## src/spc_pkg.sv

```systemverilog
// Constants, field positions and types shared by the serial port configuration block
package spc_pkg;
  localparam int SPC_ADDR_W = 13;
  localparam int SPC_DATA_W = 8;
  localparam logic [12:0] SPC_CFG_ADDR = 13'h000;
  localparam logic [12:0] SPC_RBSEL_ADDR = 13'h004;
  localparam logic [12:0] SPC_MEM_BASE = 13'h010;
  localparam int SPC_MEM_DEPTH = 16;
  localparam int SPC_OUT_EN_BIT = 7;
  localparam int SPC_LSB_FIRST_BIT = 6;
  localparam int SPC_SOFT_RST_BIT = 5;
  localparam int SPC_RBSEL_BIT = 0;
  localparam int SPC_RD_FLAG_BIT = 15;
  localparam logic SPC_OUT_EN_RST = 1'b0;
  localparam logic SPC_LSB_FIRST_RST = 1'b0;
  localparam logic SPC_RBSEL_RST = 1'b0;
  localparam logic [7:0] SPC_MEM_RST = 8'h00;
  localparam logic [3:0] SPC_INSTR_LAST = 4'hf;
  localparam logic [3:0] SPC_BYTE_LAST = 4'h7;
  typedef enum logic [1:0] {SPC_IDLE, SPC_INSTR, SPC_DATA} spc_state_type;
endpackage

```

## src/spc_reg_bank.sv

```systemverilog
// Buffered and active copies of the general device registers
`timescale 1ns/1ns
module spc_reg_bank import spc_pkg::*; #(
  parameter int DEPTH = SPC_MEM_DEPTH,
  parameter int IW = 4,
  parameter logic [7:0] RST_VAL = SPC_MEM_RST
) (
  input wire logic i_sys_clk,
  input wire logic i_rst_b,
  input wire logic i_ce,
  input wire logic i_clear,
  input wire logic i_we,
  input wire logic [IW-1:0] i_idx,
  input wire logic [7:0] i_wdata,
  input wire logic i_update,
  input wire logic i_sel_active,
  output logic [7:0] o_rdata
);
  logic [7:0] buf_q [DEPTH];
  logic [7:0] buf_d [DEPTH];
  logic [7:0] act_q [DEPTH];
  logic [7:0] act_d [DEPTH];
  logic [7:0] rdata_q;
  logic [7:0] rdata_d;

  always_comb begin
    buf_d = buf_q;
    act_d = act_q;
    if (i_update) begin
      act_d = buf_q;
    end
    if (i_we) begin
      buf_d[i_idx] = i_wdata;
    end
    if (i_clear) begin
      for (int k = 0; k < DEPTH; k++) begin
        buf_d[k] = RST_VAL;
        act_d[k] = RST_VAL;
      end
    end
    rdata_d = i_sel_active ? act_q[i_idx] : buf_q[i_idx];
  end

  always_ff @(posedge i_sys_clk or negedge i_rst_b) begin
    if (!i_rst_b) begin
      for (int k = 0; k < DEPTH; k++) begin
        buf_q[k] <= SPC_MEM_RST;
        act_q[k] <= SPC_MEM_RST;
      end
      rdata_q <= 8'h00;
    end else if (i_ce) begin
      buf_q <= buf_d;
      act_q <= act_d;
      rdata_q <= rdata_d;
    end
  end

  assign o_rdata = rdata_q;
endmodule // spc_reg_bank

```

## src/spc_serial_port_cfg.sv

```systemverilog
// Serial control port slave with its configuration and readback-select registers
// How it works
// - With the output pin enable bit low, reads go out on the shared data pin outside two-wire mode, and the serial output pin stays undriven.
// - With the output pin enable bit high, writes still arrive on the shared data pin and, outside two-wire mode, reads leave only on the serial output pin.
// - With the bit-order bit low, bits move MSB first and the address counts down after each byte.
// - With the bit-order bit high, bits move LSB first and the address counts up after each byte.
// - In two-wire mode the bit-order bit has no effect on transfers.
// - Writing 1 to the soft-reset bit returns the configuration, readback-select and general registers to their defaults, and the bit never holds.
// - The readback-select bit picks the buffered copy (0) or the active copy (1) for reads.
`timescale 1ns/1ns
module spc_serial_port_cfg import spc_pkg::*; #(
  parameter int DEPTH = SPC_MEM_DEPTH
) (
  input wire logic i_sys_clk,
  input wire logic i_rst_b,
  input wire logic i_ce,
  input wire logic i_i2c_mode,
  input wire logic i_update,
  input wire logic i_sclk,
  input wire logic i_cs_b,
  input wire logic i_sdio,
  output logic o_sdio,
  output logic o_sdio_oe,
  output logic o_serial_output_pin,
  output logic o_serial_output_pin_oe,
  output logic o_output_pin_enable_bit,
  output logic o_lsb_first,
  output logic o_readback_active,
  output logic o_soft_rst_pulse
);
  localparam int IW = (DEPTH > 1) ? $clog2(DEPTH) : 1;

  function automatic logic in_mem(input logic [12:0] a);
    in_mem = (a >= SPC_MEM_BASE) && (a < SPC_MEM_BASE + 13'(DEPTH));
  endfunction

  logic sclk_s1, sclk_s2, sclk_s3, cs_s1, cs_s2, dio_s1, dio_s2;
  spc_state_type state_q, state_d;
  logic [3:0] cnt_q, cnt_d;
  logic [15:0] sh_q, sh_d;
  logic [12:0] addr_q, addr_d;
  logic rd_q, rd_d, drive_q, drive_d, dout_q, dout_d;
  logic ld1_q, ld1_d, ld2_q, ld2_d;
  logic [7:0] tx_q, tx_d;
  logic out_en_q, out_en_d, lsb_q, lsb_d, rbsel_q, rbsel_d, clr_q, clr_d;
  logic rise, fall, eff_lsb, mem_we;
  logic [15:0] nsh;
  logic [7:0] mem_rdata, rd_byte, cfg_rd;

  // Sampling sclk, select and data through the same depth keeps them aligned
  always_ff @(posedge i_sys_clk or negedge i_rst_b) begin
    if (!i_rst_b) begin
      sclk_s1 <= 1'b0;
      sclk_s2 <= 1'b0;
      sclk_s3 <= 1'b0;
      cs_s1 <= 1'b1;
      cs_s2 <= 1'b1;
      dio_s1 <= 1'b0;
      dio_s2 <= 1'b0;
    end else if (i_ce) begin
      sclk_s1 <= i_sclk;
      sclk_s2 <= sclk_s1;
      sclk_s3 <= sclk_s2;
      cs_s1 <= i_cs_b;
      cs_s2 <= cs_s1;
      dio_s1 <= i_sdio;
      dio_s2 <= dio_s1;
    end
  end

  assign rise = sclk_s2 & ~sclk_s3;
  assign fall = ~sclk_s2 & sclk_s3;
  assign eff_lsb = lsb_q & ~i_i2c_mode;

  // Mirror nibble is rebuilt from the live bits, so reads always decode the same either way
  assign cfg_rd = {out_en_q, lsb_q, 1'b0, 1'b0, 1'b0, 1'b0, lsb_q, out_en_q};

  always_comb begin
    if (addr_q == SPC_CFG_ADDR) begin
      rd_byte = cfg_rd;
    end else if (addr_q == SPC_RBSEL_ADDR) begin
      rd_byte = {7'h00, rbsel_q};
    end else if (in_mem(addr_q)) begin
      rd_byte = mem_rdata;
    end else begin
      rd_byte = 8'h00;
    end
  end

  always_comb begin
    state_d = state_q;
    cnt_d = cnt_q;
    sh_d = sh_q;
    addr_d = addr_q;
    rd_d = rd_q;
    drive_d = drive_q;
    dout_d = dout_q;
    tx_d = tx_q;
    ld1_d = 1'b0;
    ld2_d = ld1_q;
    out_en_d = out_en_q;
    lsb_d = lsb_q;
    rbsel_d = rbsel_q;
    clr_d = 1'b0;
    mem_we = 1'b0;
    nsh = sh_q;
    if (ld2_q) begin
      tx_d = rd_byte;
    end
    if (cs_s2) begin
      state_d = SPC_IDLE;
      cnt_d = 4'h0;
      drive_d = 1'b0;
    end else begin
      case (state_q)
        SPC_IDLE: begin
          state_d = SPC_INSTR;
          cnt_d = 4'h0;
        end
        SPC_INSTR: begin
          if (rise) begin
            nsh = eff_lsb ? {dio_s2, sh_q[15:1]} : {sh_q[14:0], dio_s2};
            sh_d = nsh;
            cnt_d = cnt_q + 4'h1;
            if (cnt_q == SPC_INSTR_LAST) begin
              state_d = SPC_DATA;
              cnt_d = 4'h0;
              addr_d = nsh[12:0];
              rd_d = nsh[SPC_RD_FLAG_BIT];
              ld1_d = nsh[SPC_RD_FLAG_BIT];
            end
          end
        end
        SPC_DATA: begin
          if (rise) begin
            nsh = eff_lsb ? {8'h00, dio_s2, sh_q[7:1]} : {8'h00, sh_q[6:0], dio_s2};
            sh_d = nsh;
            cnt_d = cnt_q + 4'h1;
            if (cnt_q == SPC_BYTE_LAST) begin
              cnt_d = 4'h0;
              addr_d = eff_lsb ? 13'(addr_q + 13'h1) : 13'(addr_q - 13'h1);
              ld1_d = rd_q;
              if (!rd_q) begin
                if (addr_q == SPC_CFG_ADDR) begin
                  if (nsh[SPC_SOFT_RST_BIT]) begin
                    clr_d = 1'b1;
                  end else begin
                    out_en_d = nsh[SPC_OUT_EN_BIT];
                    lsb_d = nsh[SPC_LSB_FIRST_BIT];
                  end
                end else if (addr_q == SPC_RBSEL_ADDR) begin
                  rbsel_d = nsh[SPC_RBSEL_BIT];
                end else if (in_mem(addr_q)) begin
                  mem_we = 1'b1;
                end
              end
            end
          end
          // Read bits change on falling edges so the host can sample on the next rise
          if (fall && rd_q) begin
            dout_d = eff_lsb ? tx_q[0] : tx_q[7];
            tx_d = eff_lsb ? {1'b0, tx_q[7:1]} : {tx_q[6:0], 1'b0};
            drive_d = ~i_i2c_mode;
          end
        end
        default: begin
          state_d = SPC_IDLE;
        end
      endcase
    end
    // Soft reset is never stored, so the bit is clear on the very next read
    if (clr_d) begin
      out_en_d = SPC_OUT_EN_RST;
      lsb_d = SPC_LSB_FIRST_RST;
      rbsel_d = SPC_RBSEL_RST;
    end
  end

  always_ff @(posedge i_sys_clk or negedge i_rst_b) begin
    if (!i_rst_b) begin
      state_q <= SPC_IDLE;
      cnt_q <= 4'h0;
      sh_q <= 16'h0000;
      addr_q <= 13'h0000;
      rd_q <= 1'b0;
      drive_q <= 1'b0;
      dout_q <= 1'b0;
      tx_q <= 8'h00;
      ld1_q <= 1'b0;
      ld2_q <= 1'b0;
      out_en_q <= SPC_OUT_EN_RST;
      lsb_q <= SPC_LSB_FIRST_RST;
      rbsel_q <= SPC_RBSEL_RST;
      clr_q <= 1'b0;
    end else if (i_ce) begin
      state_q <= state_d;
      cnt_q <= cnt_d;
      sh_q <= sh_d;
      addr_q <= addr_d;
      rd_q <= rd_d;
      drive_q <= drive_d;
      dout_q <= dout_d;
      tx_q <= tx_d;
      ld1_q <= ld1_d;
      ld2_q <= ld2_d;
      out_en_q <= out_en_d;
      lsb_q <= lsb_d;
      rbsel_q <= rbsel_d;
      clr_q <= clr_d;
    end
  end

  spc_reg_bank #(.DEPTH(DEPTH), .IW(IW), .RST_VAL(SPC_MEM_RST)) u_bank (
    .i_sys_clk(i_sys_clk),
    .i_rst_b(i_rst_b),
    .i_ce(i_ce),
    .i_clear(clr_d),
    .i_we(mem_we),
    .i_idx(IW'(addr_q - SPC_MEM_BASE)),
    .i_wdata(nsh[7:0]),
    .i_update(i_update),
    .i_sel_active(rbsel_q),
    .o_rdata(mem_rdata)
  );

  assign o_sdio = dout_q;
  assign o_sdio_oe = drive_q & ~out_en_q;
  assign o_serial_output_pin = dout_q;
  assign o_serial_output_pin_oe = drive_q & out_en_q;
  assign o_output_pin_enable_bit = out_en_q;
  assign o_lsb_first = lsb_q;
  assign o_readback_active = rbsel_q;
  assign o_soft_rst_pulse = clr_q;
endmodule // spc_serial_port_cfg

```

## config.mk

```make
export PLATFORM = sky130hd
export DESIGN_NAME = spc_serial_port_cfg
export DESIGN_NICKNAME = d
export VERILOG_FILES = /design/src/spc_pkg.sv /design/src/spc_reg_bank.sv /design/src/spc_serial_port_cfg.sv
export SDC_FILE = /design/constraint.sdc
export NUM_CORES = 1
export LEC_CHECK = 0
export ABC_AREA = 1
export ABC_CLOCK_PERIOD_IN_PS = 2100
export BUFFER_PORTS_ARGS = -buffer_cell sky130_fd_sc_hd__buf_4
export CORE_UTILIZATION = 45
export CTS_CLUSTER_DIAMETER = 120
export CTS_CLUSTER_SIZE = 14
export DETAILED_ROUTE_END_ITERATION = 10
export REMOVE_ABC_BUFFERS = 1
export SLEW_MARGIN = 5
export SYNTH_ARGS = -nofsm -noshare
export SYNTH_HDL_FRONTEND = slang
export SYNTH_HIERARCHICAL = 1
export SYNTH_SLANG_ARGS = --single-unit
```

## constraint.sdc

```tcl
create_clock -name i_sys_clk -period 2.1 [get_ports i_sys_clk]
set_input_delay 0.315 -clock i_sys_clk [delete_from_list [all_inputs] [get_ports i_sys_clk]]
set_output_delay 0.315 -clock i_sys_clk [all_outputs]
set_load 0.1 [all_outputs]
```

==> metrics.yaml <==
status: "finished with violations"
failed_checks: "setup timing"
seqCellArea_sq_um: 8090
hpwl_microns: 34900
hold_viol: 0
ys_async_sr_fraction: 1.00
nets: 2453
drt_iter0_drc: 1621
worstPathRequired_ps: 2590
synth_edf_count: 0
whs_ps: 48.2
setup_viol: 255
syn_area_sq_um: 17100
maxCapViolations: 0
synth.distinct_cells: 41
wl_per_cell_microns: 20.2
ys_seq_elements: 323
grt_max_degree: 121
rsz0062_at_grt: "yes"
worst_ep_arrival_time_ps: 2770
min_period_over_period: 1.08
drive_gt1_frac: 0.192
antenna_left: 0
netlist.area_leader.share: 0.470
drc: 0
cts.sink_count: 323
grt.total_usage: 0.290
cts_root_buf: "clkbuf_16"
grt_pass1_vias: 15600
slew_headroom: 0.569
num_antenna_cells: 0
worst_slack_ps: -176
max_freq_mhz: 439
vias: 16500
num_io_pins: 16
syn_avg_cell_area_sq_um: 7.39
syn_to_final_growth_pct: 25.2
path_clk_slew_ps: 80
fp.dieW_microns: 197
clock_path_buffers: 3
cp-start-kind: "flop"
worstPathMaxFanout: 13
antenna_found_initial: 0
synth_seq_area_share: 0.474
power-per-cell-area_nw_per_um2: 970
numCtsBuffers: 27
gp_congestion: 0.889
layout_min_cycle_time_ps: 2280
fp.dieArea_sq_um: 38700
fp.dieH_microns: 197
power.total_mw: 20.7
skew_ps: 23.6
placementRows: 70
cts_tree: "done"
dr.pass1.iters: 8
yosysWarnings: 6
clk_latency_ps: 560
yosysMostFrequentCell: "nand2_1"
io_buffers: 15
initial_core_util: 0.462
final_util: 0.578
cts_max_level: 1
ys_top_cells_by_count: "nand2_1, dfrtp_1, o21ai_0, nand3_1, inv_1"
n_fill_cell: 3425
ys_dominant_reg_cell: "dfrtp_1"
criticalPathCategory: "reg2reg"
critPathCaptureType: "flop"
synth_top_cell_by_area: "dfrtp_1"
synthCells: 2311
leakagePower_nw: 10.6
worst_pin_slew_ps: 646
multi_input_area_sq_um: 8620
vdd_drop_max_mv: 0.976
overflow: 0
grt_first_pass_wirelength_microns: 87900
finalMaxSlewViolations: 0
hold_path_class: "in2reg"
routed_wl_microns: 59500
core_area_sq_um: 37000
viasPerCell: 5.61
synthTopCellsByArea: "dfrtp_1, nand2_1, o21ai_0"
-- cells by family after synthesis --
family / Yosys count / synth area share
xor gates and xnor gates: 4 / 0.00205
DFF: 323 / 0.474
AOI/OAI and AO/OA: 438 / 0.142
and+or+nand+nor: 1216 / 0.293
buffers and inverters: 313 / 0.0771
adders and majority gates: 17 / 0.0129
-- flip-flops by register name (all words and copies together) (netlist names), 2 cells and up --
name	cells
u_bank/buf_q	128
cnt_q	4
addr_q	13
u_bank/act_q	128
u_bank/o_rdata	8
sh_q	16
state_q	2
tx_q	8
-- placed cells by master, fill, tap and decap left out, types with 18 or more instances in the layout --
cell type / instances
a21oi_1: 48
buf_12: 33
buf_4: 128
buf_6: 18
clkbuf_16: 42
dfrtp_1: 319
inv_1: 159
inv_2: 19
nand2_1: 817
nand2_2: 37
nand3_1: 168
nand3_2: 27
nor2_1: 116
o21ai_0: 163
o21ai_1: 91
o21ai_2: 24
o22ai_1: 23
o22ai_2: 49
-- worst max-delay path, stage by stage, from the launching register on --
cell	delay, ps
dfrtp_4	500
nor2_4	100
nand2_2	70
nor2_4	140
nand2_4	60
or2_4	230
nor2_1	90
buf_4	170
nor2_4	60
nor2_4	200
buf_12	210
clkbuf_16	200
nand3_1	90
nand2_1	80
-- layer usage --
metal / global-route usage / vias up / part of all wire
met5: 0 / - / 0
met4: 0.0979 / 0 / 0.040
met3: 0.0317 / 134 / 0.070
met2: 0.473 / 697 / 0.46
met1: 0.402 / 7962 / 0.43
li1: - / 7705 / -
-- final cells by class --
type / count / area share
Sequential cell: 323 / 0.379
Tap cell: 504 / 0.0295
Multi-Input combinational cell: 1675 / 0.403
Timing Repair Buffer: 211 / 0.119
Clock inverter: 1 / 0.000761
Clock buffer: 37 / 0.0334
Inverter: 190 / 0.0354
-- report_power, final --
part / leakage (nW) / switching [mW] / internal (mW) / total [mW]
combinational: 6.03 / 5.86 / 3.07 / 8.93
clock: 0.351 / 2.35 / 2.35 / 4.69
sequential: 4.20 / 0.362 / 6.74 / 7.10
total: 10.6 / 8.57 / 12.2 / 20.7
-- per-stage QoR --
step	setup WS (ps)	setup TNS [ps]	instance area (sq um)	cells
6_report	-176	-29640	21400	2941
5_1_grt	-261	-48570	21400	2941
4_1_cts	-112	-11280	20200	2915
3_5_place_dp	-336	-47410	18600	2849
3_3_place_gp	-330	-41980	18600	2849
2_1_floorplan	-3670	-855890	16500	2188
-- worst paths after layout --
| kind | end | depth (start not counted) | startpoint | slack (ps) |
|---|---|---|---|---|
| min | drive_q | 3 | i_i2c_mode | 50 |
| min in group asynchronous | u_bank/o_rdata[4] | 2 | i_rst_b | 200 |
| max in group asynchronous | u_bank/act_q[6] | 3 | i_rst_b | 1140 |
| max reg2reg | u_bank/act_q[114] | 13 | addr_q[0] | -180 |
| max | u_bank/act_q[114] | 13 | addr_q[0] | -180 |
| min reg2reg | cs_s1 | 2 | cs_s1 | 470 |
-- repair_timing --
action | CTS | global route
buffers inserted | 17 | 11
resized for setup | 139 | 202
setup endpoints to repair | 265 | 276
pin swaps | 12 | 14
cloned | 7 | 15
hold buffers | 4 | 0
endpoints found under the hold margin | 251 | 0
No activity file was read; power rests on OpenSTA's default activity.
